$ cat src/core/mdrop_map.svh
// Constants for the addressed multidrop command port.
// Assumes inclusion by the package and the design modules only.
`ifndef MDROP_MAP_SVH
`define MDROP_MAP_SVH
`define CH_STX 8'h02
`define CH_ETX 8'h03
`define CH_CR 8'h0D
`define CH_LF 8'h0A
`define CMD_LEN 4'h6
`define CMD_PRINT 48'h4B5052494E54
`define CLK_HZ 20000000
`define BAUD_DEF 9600
`define DIV_DEF 16'h0823
`define FMT_8N 2'h0
`define FMT_7O 2'h1
`define FMT_7E 2'h2
`endif

$ cat src/core/mdrop_pkg.sv
// Types shared by the multidrop command port files.
// Assumes the map header sits beside it in core/.
`include "mdrop_map.svh"
package mdrop_pkg;
	// Character format settings from configuration.
	typedef struct packed {
		logic [1:0] fmt;
		logic [15:0] div;
	} char_cfg_t;
	// Byte stream carrier with valid strobe.
	typedef struct packed {
		logic vld;
		logic [7:0] data;
	} byte_t;
	// Outgoing ticket line stream from the print source.
	typedef struct packed {
		logic vld;
		logic last;
		logic eol;
		logic [7:0] data;
	} line_t;
endpackage : mdrop_pkg

$ cat src/core/uart_char.sv
// UART character engine: one receiver, one transmitter, shared format.
// Assumes rx_in is already synchronised by two flip-flops.
`timescale 1ns/1ps
module uart_char (
	input wire logic sys_clk,
	input wire logic rst_n,
	input wire mdrop_pkg::char_cfg_t cfg,
	input wire logic rx_in,
	output mdrop_pkg::byte_t rx_byte,
	output logic rx_err,
	input wire mdrop_pkg::byte_t tx_byte,
	output logic tx_ready,
	output logic tx_out,
	output logic tx_busy
);
	import mdrop_pkg::*;
	// Whole state of the engine in one struct.
	typedef struct packed {
		logic rx_on;
		logic [15:0] rx_cnt;
		logic [3:0] rx_bit;
		logic [9:0] rx_sh;
		logic tx_on;
		logic [15:0] tx_cnt;
		logic [3:0] tx_bit;
		logic [9:0] tx_sh;
		byte_t rxo;
		logic err;
	} st_t;
	st_t st_r;
	st_t st_nxt;
	logic par;
	logic [3:0] nbits;

	// Parity over the seven data bits, odd or even per format.
	function automatic logic par7(input logic [6:0] d, input logic [1:0] f);
		par7 = (^d) ^ (f == `FMT_7O);
	endfunction : par7

	// Next-state logic for receiver and transmitter.
	always_comb begin
		st_nxt = st_r;
		st_nxt.rxo.vld = 1'b0;
		st_nxt.err = 1'b0;
		par = 1'b0;
		// Start, eight data or seven plus parity, stop: ten bits.
		nbits = 4'h9;
		if (!st_r.rx_on) begin
			// Start edge; sample mid-bit by loading half a period.
			if (!rx_in) begin
				st_nxt.rx_on = 1'b1;
				// A bit cell is div cycles, so this lands mid start bit.
				st_nxt.rx_cnt = {1'b0, cfg.div[15:1]} - 16'h0001;
				st_nxt.rx_bit = 4'h0;
			end
		end else if (st_r.rx_cnt != 16'h0000) begin
			st_nxt.rx_cnt = st_r.rx_cnt - 16'h0001;
		end else begin
			// Reload one short: the zero count is part of the cell.
			st_nxt.rx_cnt = cfg.div - 16'h0001;
			st_nxt.rx_sh = {rx_in, st_r.rx_sh[9:1]};
			st_nxt.rx_bit = st_r.rx_bit + 4'h1;
			if (st_r.rx_bit == 4'h0 && rx_in) begin
				// False start: glitch, go back to idle.
				st_nxt.rx_on = 1'b0;
			end else if (st_r.rx_bit == nbits) begin
				st_nxt.rx_on = 1'b0;
				st_nxt.rxo.vld = rx_in;
				if (cfg.fmt == `FMT_8N) begin
					st_nxt.rxo.data = st_r.rx_sh[9:2];
				end else begin
					// Seven data bits, parity checked.
					st_nxt.rxo.data = {1'b0, st_r.rx_sh[8:2]};
					if (par7(st_r.rx_sh[8:2], cfg.fmt) != st_r.rx_sh[9])
						st_nxt.rxo.vld = 1'b0;
				end
				st_nxt.err = ~st_nxt.rxo.vld;
			end
		end
		// Transmitter loads a frame when idle.
		if (!st_r.tx_on) begin
			if (tx_byte.vld) begin
				par = par7(tx_byte.data[6:0], cfg.fmt);
				st_nxt.tx_on = 1'b1;
				st_nxt.tx_cnt = cfg.div - 16'h0001;
				st_nxt.tx_bit = 4'h0;
				if (cfg.fmt == `FMT_8N)
					st_nxt.tx_sh = {1'b1, tx_byte.data, 1'b0};
				else
					st_nxt.tx_sh = {1'b1, par, tx_byte.data[6:0], 1'b0};
			end
		end else if (st_r.tx_cnt != 16'h0000) begin
			st_nxt.tx_cnt = st_r.tx_cnt - 16'h0001;
		end else begin
			st_nxt.tx_cnt = cfg.div - 16'h0001;
			st_nxt.tx_sh = {1'b1, st_r.tx_sh[9:1]};
			st_nxt.tx_bit = st_r.tx_bit + 4'h1;
			// Busy stays up through the whole stop bit.
			if (st_r.tx_bit == nbits)
				st_nxt.tx_on = 1'b0;
		end
	end

	// State register.
	always_ff @(posedge sys_clk) begin
		if (!rst_n) begin
			st_r <= '0;
			st_r.tx_sh <= 10'h3FF;
		end else begin
			st_r <= st_nxt;
		end
	end

	assign rx_byte = st_r.rxo;
	assign rx_err = st_r.err;
	assign tx_ready = ~st_r.tx_on;
	assign tx_out = st_r.tx_on ? st_r.tx_sh[0] : 1'b1;
	assign tx_busy = st_r.tx_on;
endmodule : uart_char

$ cat src/core/mdrop_port.sv
// Addressed multidrop command front end of the host serial port.
// Assumes a half-duplex transceiver: line_rx pin, line_tx and driver enable.
`timescale 1ns/1ps
`include "mdrop_map.svh"
// Overview of operation
// - Protocol enabled only by nonzero station address.
// - Frame is STX, address, command, CR.
// - Answer only when address equals own.
// - Stay silent unless addressed; never echo.
// - Print reply: STX, address, lines, ETX, CR.
// - One start, one stop, 7+parity or 8N.
// - End of line is CR LF or CR.
module mdrop_port #(
	parameter logic [15:0] BAUD_DIV = `DIV_DEF
) (
	input wire logic sys_clk,
	input wire logic rst_n,
	input wire logic [7:0] station_addr,
	input wire logic [1:0] char_fmt,
	input wire logic eol_crlf,
	input wire logic line_rx,
	output logic line_tx,
	output logic line_tx_oe,
	output logic proto_on,
	output mdrop_pkg::byte_t cmd_out,
	output logic cmd_end,
	output logic print_req,
	input wire mdrop_pkg::line_t ticket_in,
	output logic ticket_ready
);
	import mdrop_pkg::*;
	// One-hot protocol states.
	typedef enum logic [7:0] {
		S_IDLE = 8'b0000_0001,
		S_ADDR = 8'b0000_0010,
		S_CMD = 8'b0000_0100,
		S_SKIP = 8'b0000_1000,
		S_HEAD = 8'b0001_0000,
		S_BODY = 8'b0010_0000,
		S_TAIL = 8'b0100_0000,
		S_DRAIN = 8'b1000_0000
	} state_t;
	// Whole state of the port.
	typedef struct packed {
		state_t st;
		logic [1:0] rx_sync;
		logic [2:0] step;
		logic [3:0] cidx;
		logic [47:0] cbuf;
		logic pend_lf;
		logic pend_last;
		logic tx_oe;
		logic on;
		byte_t cmd;
		logic cend;
		logic preq;
		byte_t txb;
		logic trdy;
	} port_t;
	port_t p_r;
	port_t p_nxt;
	byte_t rxb;
	logic rx_err;
	logic u_ready;
	logic u_out;
	logic u_busy;
	char_cfg_t cfg;
	logic [7:0] rch;

	// Character engine on the shared wire pair.
	assign cfg = '{fmt: char_fmt, div: BAUD_DIV};
	uart_char u_char (
		.sys_clk(sys_clk),
		.rst_n(rst_n),
		.cfg(cfg),
		.rx_in(p_r.rx_sync[1]),
		.rx_byte(rxb),
		.rx_err(rx_err),
		.tx_byte(p_r.txb),
		.tx_ready(u_ready),
		.tx_out(u_out),
		.tx_busy(u_busy)
	);

	// Protocol sequencing; receive is ignored while we answer so our own
	// transmission is never taken for a new command.
	always_comb begin
		p_nxt = p_r;
		rch = rxb.data;
		p_nxt.rx_sync = {p_r.rx_sync[0], line_rx};
		p_nxt.cmd.vld = 1'b0;
		p_nxt.cend = 1'b0;
		p_nxt.preq = 1'b0;
		p_nxt.txb.vld = 1'b0;
		p_nxt.trdy = 1'b0;
		p_nxt.on = (station_addr != 8'h00);
		unique case (p_r.st)
			S_IDLE: begin
				p_nxt.tx_oe = 1'b0;
				if (rxb.vld && rch == `CH_STX && p_r.on)
					p_nxt.st = S_ADDR;
			end
			S_ADDR: begin
				if (rxb.vld) begin
					p_nxt.cidx = 4'h0;
					if (rch == `CH_STX)
						p_nxt.st = S_ADDR;
					else if (rch == station_addr)
						p_nxt.st = S_CMD;
					else
						p_nxt.st = S_SKIP;
				end
			end
			S_CMD: begin
				if (rxb.vld) begin
					if (rch == `CH_STX) begin
						p_nxt.st = S_ADDR;
					end else if (rch == `CH_CR) begin
						// Frame closes on CR alone.
						p_nxt.cend = 1'b1;
						p_nxt.st = S_IDLE;
						if (p_r.cidx == `CMD_LEN &&
							p_r.cbuf == `CMD_PRINT) begin
							p_nxt.preq = 1'b1;
							p_nxt.st = S_HEAD;
							p_nxt.step = 3'h0;
							p_nxt.tx_oe = 1'b1;
						end
					end else begin
						p_nxt.cmd = rxb;
						if (p_r.cidx != 4'hF)
							p_nxt.cidx = p_r.cidx + 4'h1;
						p_nxt.cbuf = {p_r.cbuf[39:0], rch};
					end
				end
			end
			S_SKIP: begin
				// Driver stays off; wait for the next frame start.
				p_nxt.tx_oe = 1'b0;
				if (rxb.vld && rch == `CH_STX)
					p_nxt.st = S_ADDR;
			end
			S_HEAD: begin
				// Reply header: STX then own address.
				if (u_ready && !p_r.txb.vld) begin
					p_nxt.txb.vld = 1'b1;
					p_nxt.txb.data = (p_r.step == 3'h0) ? `CH_STX :
						station_addr;
					p_nxt.step = p_r.step + 3'h1;
					if (p_r.step == 3'h1)
						p_nxt.st = S_BODY;
				end
			end
			S_BODY: begin
				if (u_ready && !p_r.txb.vld) begin
					if (p_r.pend_lf) begin
						p_nxt.txb = '{vld: 1'b1, data: `CH_LF};
						p_nxt.pend_lf = 1'b0;
						if (p_r.pend_last) begin
							p_nxt.st = S_TAIL;
							p_nxt.step = 3'h0;
						end
					end else if (ticket_in.vld) begin
						p_nxt.trdy = 1'b1;
						p_nxt.txb.vld = 1'b1;
						// Each line closed by CR, then LF if set.
						p_nxt.txb.data = ticket_in.eol ? `CH_CR :
							ticket_in.data;
						p_nxt.pend_lf = ticket_in.eol & eol_crlf;
						p_nxt.pend_last = ticket_in.last;
						if (ticket_in.last && !(ticket_in.eol & eol_crlf))
						begin
							p_nxt.st = S_TAIL;
							p_nxt.step = 3'h0;
						end
					end
				end
			end
			S_TAIL: begin
				// Trailer: ETX then CR.
				if (u_ready && !p_r.txb.vld) begin
					p_nxt.txb.vld = 1'b1;
					p_nxt.txb.data = (p_r.step == 3'h0) ? `CH_ETX : `CH_CR;
					p_nxt.step = p_r.step + 3'h1;
					if (p_r.step == 3'h1)
						p_nxt.st = S_DRAIN;
				end
			end
			S_DRAIN: begin
				// Release the driver only after the stop bit leaves.
				if (!u_busy && !p_r.txb.vld) begin
					p_nxt.tx_oe = 1'b0;
					p_nxt.st = S_IDLE;
				end
			end
			default: begin
				p_nxt.st = S_IDLE;
				p_nxt.tx_oe = 1'b0;
			end
		endcase
		// A bad character mid-frame abandons the frame.
		if (rx_err && (p_r.st == S_ADDR || p_r.st == S_CMD))
			p_nxt.st = S_SKIP;
		if (!p_r.on && !p_r.tx_oe)
			p_nxt.st = S_IDLE;
	end

	// State register and output flops.
	always_ff @(posedge sys_clk) begin
		if (!rst_n) begin
			p_r <= '0;
			p_r.st <= S_IDLE;
			p_r.rx_sync <= 2'b11;
		end else begin
			p_r <= p_nxt;
		end
	end

	// Line data is held idle high when not driving.
	always_ff @(posedge sys_clk) begin
		if (!rst_n)
			line_tx <= 1'b1;
		else
			line_tx <= u_out | ~p_r.tx_oe;
	end

	assign line_tx_oe = p_r.tx_oe;
	assign proto_on = p_r.on;
	assign cmd_out = p_r.cmd;
	assign cmd_end = p_r.cend;
	assign print_req = p_r.preq;
	assign ticket_ready = p_r.trdy;
endmodule : mdrop_port

$ cat config.mk
export PLATFORM = sky130hd
export DESIGN_NAME = mdrop_port
export DESIGN_NICKNAME = d
export VERILOG_FILES = /design/src/core/mdrop_pkg.sv /design/src/core/uart_char.sv /design/src/core/mdrop_port.sv
export VERILOG_INCLUDE_DIRS = /design/src /design/src/core
export SDC_FILE = /design/constraint.sdc
export NUM_CORES = 1
export LEC_CHECK = 0
export BUFFER_PORTS_ARGS = -buffer_cell sky130_fd_sc_hd__buf_2
export CORE_AREA = 5 5 203 156
export DETAILED_ROUTE_END_ITERATION = 12
export DIE_AREA = 0 0 208 161
export GPL_ROUTABILITY_DRIVEN = 0
export GPL_TIMING_DRIVEN = 0
export PLACE_DENSITY = 0.41
export SYNTH_ARGS = -nofsm -noshare
export SYNTH_HDL_FRONTEND = slang
export SYNTH_SLANG_ARGS = --single-unit
$ cat constraint.sdc
create_clock -name sys_clk -period 3.2 [get_ports sys_clk]
set_input_delay 0.16 -clock sys_clk [delete_from_list [all_inputs] [get_ports sys_clk]]
set_output_delay 0.16 -clock sys_clk [all_outputs]
set_load 0.01 [all_outputs]
[Word-level counts from Yosys, hierarchy flattened]
Index checks and enable logic that the tools add are counted.
Word-level totals
  input port bits: 25
  word-level logic and storage cells: 238
  output and inout port bits: 15
  bits in registers: 163
Cells by class
  add/subtract/negate cells: 6
  equal/unequal tests: 56
  bitwise gates (word level): 20
  reductions and logical operators: 48
  mux-type cells: 79
Operators with widths (count)
  8-bit 2-to-1 mux: 20
  55-bit 2-to-1 mux: 2
  8-bit one-hot mux with 8 select lines: 1
  31-bit 2-to-1 mux: 2
  52-bit 2-to-1 mux: 1
  48-bit by 47-bit == test with 1-bit output (second input constant): 1
  9-bit 2-to-1 mux: 5
  21-bit 2-to-1 mux: 2
  3-bit != test (second input constant): 12
  16-bit 2-to-1 mux: 2
  16-bit nonzero test: 2
  16-bit by 1-bit subtractor with 16-bit output (second input constant): 2
  2-bit != test (second input constant): 15
  14-bit 2-to-1 mux: 2
  14-bit AND reduction: 2
  9-bit one-hot mux with 3 select lines: 1
  3-bit 2-to-1 mux: 8
  1-bit 2-to-1 mux: 20
  10-bit 2-to-1 mux: 2
  4-bit 2-to-1 mux: 5
  8-bit by 2-bit == test with 1-bit output (second input constant): 2
  8-bit by 4-bit == test with 1-bit output (second input constant): 2
  4-bit != test (second input constant): 4
  1-bit NOT: 16
  other kinds (44): 78

[Longest topological paths before layout]
  word-level depth: 10
  mapped depth: 11
  gate-level depth less buffers: 8

[Cells and area by module]
Synthesis repeated with hierarchy kept, for this count alone.
Second synthesis, totals
  cell total of the unflattened synthesis: 1075
  area, all modules: 8597.0 µm²
By module, submodules not included
  uart_char: cells an instance 578, area each 4624.4 µm², sequential area each 1401.3 µm², times used 1
  mdrop_port: cells an instance 497, area each 3972.6 µm², sequential area each 1661.6 µm², times used 1

[Worst setup path before layout]
No wires, ideal clock.
  kind: reg-to-reg
  start point: register u_char.st_r[62] in the netlist's numbering
  end point: register u_char.st_r, in the netlist u_char.rx_byte[7]
  library setup time: 67 ps
  path slack: 969 ps
  stages on the path, launching flop included: 10
  path buffers: 3
  data required time: 3133 ps
  arrival time: 2164 ps
  period minus slack after synthesis: 2231 ps
  cells stage by stage: dfxtp_1 buf_6 or4_4 buf_6 nor4b_4 nand3_2 buf_6 nor3_4 nand3_2 a21oi_2
On the way
  longest elaborated chain between the ends: 3
RTL lines
  from (decl): RTL line uart_char.sv:30  | st_t st_r;
  from (signal assigned): RTL line uart_char.sv:110  | st_r <= st_nxt;
  16-bit nonzero test: RTL line uart_char.sv:56  | end else if (st_r.rx_cnt != 16'h0000) begin
  1-bit NOT (no line)
  4-bit AND reduction (no line)
No other way between the ends.
A chain may end at the register's enable or synchronous reset.

[Final worst setup path]
  start point: register u_char.st_r[24] in the netlist's numbering
  end point: register u_char.st_r[17] in the netlist's numbering
On the way
  longest elaborated chain between the ends: 3
RTL lines
  16-bit nonzero test: RTL line uart_char.sv:92  | end else if (st_r.tx_cnt != 16'h0000) begin
  2-bit != test (no line)
  2-bit AND reduction (no line)
No other way between the ends.

==> impl_metrics.json <==
{
  "io_pins": 40,
  "syn_area_per_cell_um2": 8.11,
  "cp.arrival_ns": 3.16,
  "grt_pass1_wl_um": 35600,
  "drive_gt1_frac": 0.107,
  "required_ns": 3.49,
  "grt_usage": 0.132,
  "viasPerCell": 4.76,
  "yosysWarnings": 0,
  "grt_pass1_vias": 6248,
  "synth_top_area_frac": 0.423,
  "cp-start-kind": "flop",
  "drc": 0,
  "clockBufferDepth": 2,
  "die_w_um": 208,
  "path_clk_slew_ns": 0.07,
  "p_per_area_nw_per_um2": 517,
  "yosys-top-cells-count": "nand2_1 (161), dfxtp_1 (153), a21oi_1 (106), nor2_1 (78), clkbuf_1 (36)",
  "drt-pass1-iter-count": 5,
  "syn_inst": 893,
  "setup_violations": 0,
  "ys.flop_type": "dfxtp_1",
  "ys_types": 68,
  "synth.most_common_cell": "nand2_1",
  "slew-limit-headroom": 0.284,
  "skew_ns": 0.0147,
  "overflow": 0,
  "die_area_um2": 33500,
  "yosys-top-cells-area": "dfxtp_1 (42%), nand2_1 (8.3%), a21oi_1 (7.3%)",
  "num_rows": 55,
  "postLayoutCoreUtil": 0.290,
  "synth_seq_cells": 153,
  "min_period_over_period": 0.897,
  "grt_setup_unrepaired": "false",
  "timing_hold_violations_final": 0,
  "finalMaxSlewViolations": 0,
  "path_max_fanout": 10,
  "area_growth_syn_to_layout_pct": 18.4,
  "wl_per_cell_um": 16.1,
  "layout.nets": 991,
  "cts_tree": "built",
  "end_kind": "flop",
  "holdCritPathClass": "in -> reg",
  "ctsRootBufferMaster": "clkbuf_16",
  "maxCapViolations": 0,
  "tightestPinTransition_ns": 1.06,
  "layoutNonFillerInstCount": 1365,
  "timing.fmax_mhz": 349,
  "status": "finished clean",
  "diodes": 0,
  "cts_buffers": 17,
  "ir_worst_vdd_uv": 295,
  "p_leak_uw": 0.00317,
  "antenna_found_initial": 0,
  "initial_core_util": 0.245,
  "clk-insertion-delay-late_ns": 0.43,
  "synthArstFlopShare": 0,
  "die_h_um": 161,
  "synth_top_area_cell": "dfxtp_1",
  "io_buffers": 38,
  "grt_max_degree": 17,
  "syn_area_um2": 7240,
  "dr.first_iter.drc_count": 431,
  "seq_area_frac_synth": 0.423,
  "cts_sinks": 153,
  "syn_nets": 931,
  "dp_cells": 1330,
  "hpwlAfterDp_um": 16300,
  "path_class": "reg -> reg",
  "ant_nets": 0,
  "cts-htree-levels": 4,
  "coreArea_um2": 29600,
  "synth_edf_count": 0,
  "vias": 6495,
  "timing.setup.tns_ns": 0,
  "design_power_total_uw": 4440,
  "n_fill_cell": 3289,
  "cts_resized": 0,
  "fin_crit_ns": 2.87,
  "postRouteWirelength_um": 22000
}
==> flip-flops by register name (all words and copies together) (netlist names) <==
name,flops
cmd_end,1
cmd_out,1
line_tx,1
line_tx_oe,1
p_nxt,1
p_r,75
print_req,1
proto_on,1
ticket_ready,1
u_char.rx_byte,9
u_char.rx_err,1
u_char.st_r,59
u_char.tx_busy,1
==> through the flow <==
| stage | cell area, um^2 | hold slack [ns] | setup slack (ns) |
|---|---|---|---|
| after global placement | 7930 | 0.359 | 0.296 |
| final | 8570 | 0.0289 | 0.331 |
| after global routing | 8570 | 0.0200 | 0.0204 |
| after floorplan | 7240 | 0.261 | 0.969 |
| after detailed placement | 7930 | 0.354 | 0.337 |
| after CTS | 8570 | 0.00474 | 0.313 |
==> routing by layer <==
metal  global-route usage  wire, um
met1                0.205     12100
met2                0.186      8840
met3               0.0260       886
met4               0.0331       212
met5                    0         0
==> power by group <==
| group | total (uW) | switching, uW | internal [uW] | leakage (uW) |
|---|---|---|---|---|
| logic | 343 | 225 | 119 | 0.00164 |
| clock network | 2150 | 901 | 1250 | 0.000294 |
| registers | 1950 | 21.1 | 1920 | 0.00123 |
| total | 4440 | 1150 | 3290 | 0.00317 |
==> path summary, 6_finish.rpt <==
path	startpoint	end	slack, ns	cells after the start
max	u_char.st_r[24]	u_char.st_r[17]	0.33	11
min	station_addr[6]	p_r[7]	0.03	3
min reg2reg	p_nxt[81]	p_r[81]	0.41	1
max reg2reg	u_char.st_r[24]	u_char.st_r[17]	0.33	11
==> worst max-delay path, cell delays in order, from the launching register on <==
cell	delay, ns
dfxtp_1	0.36
inv_1	0.07
ha_1	0.19
nor2b_1	0.29
and2_1	0.17
clkbuf_1	0.28
nand4_1	0.41
and2_1	0.32
clkbuf_1	0.21
buf_2	0.25
nand2_1	0.09
o211ai_1	0.08
==> placed cells by master (no fill, tap or decap), drive strengths merged, types with 20 or more instances in the layout <==
master  count
a21oi     107
buf        56
inv        24
nor3       37
o21ai      30
dfxtp     153
nand3      20
nand2     161
clkbuf     53
nor2       78
==> final cells by class <==
class / instances / area, um^2 / share of cell area
plain buffers: 54 / 264 / 0.0308
clock buffers: 17 / 425 / 0.0496
clock inverters: 15 / 189 / 0.0220
inverters: 18 / 67.6 / 0.00788
multi-input cells: 668 / 3850 / 0.449
flip-flops and latches: 153 / 3060 / 0.357
well taps: 399 / 499 / 0.0582
repair buffers: 41 / 220 / 0.0257
==> cells by family (layout without fill, tap and decap cells) <==
family / count (synthesis) / after routing / synth area share
XOR/XNOR: 27 / 27 / 0.0365
multiplexers: 11 / 11 / 0.0156
flip-flops: 153 / 153 / 0.423
buffers and inverters: 72 / 145 / 0.0458
AO/OA/AOI/OAI: 212 / 212 / 0.179
AND/OR/NAND/NOR: 405 / 405 / 0.278
adder cells (fa/ha/maj): 13 / 13 / 0.0225
==> what timing repair did <==
action | 4_1_cts | 5_1_grt
setup buffers | 0 | 0
hold buffers | 3 | 0
hold endpoints to repair | 3 | 0
No activity file was read; power rests on OpenSTA's default activity.
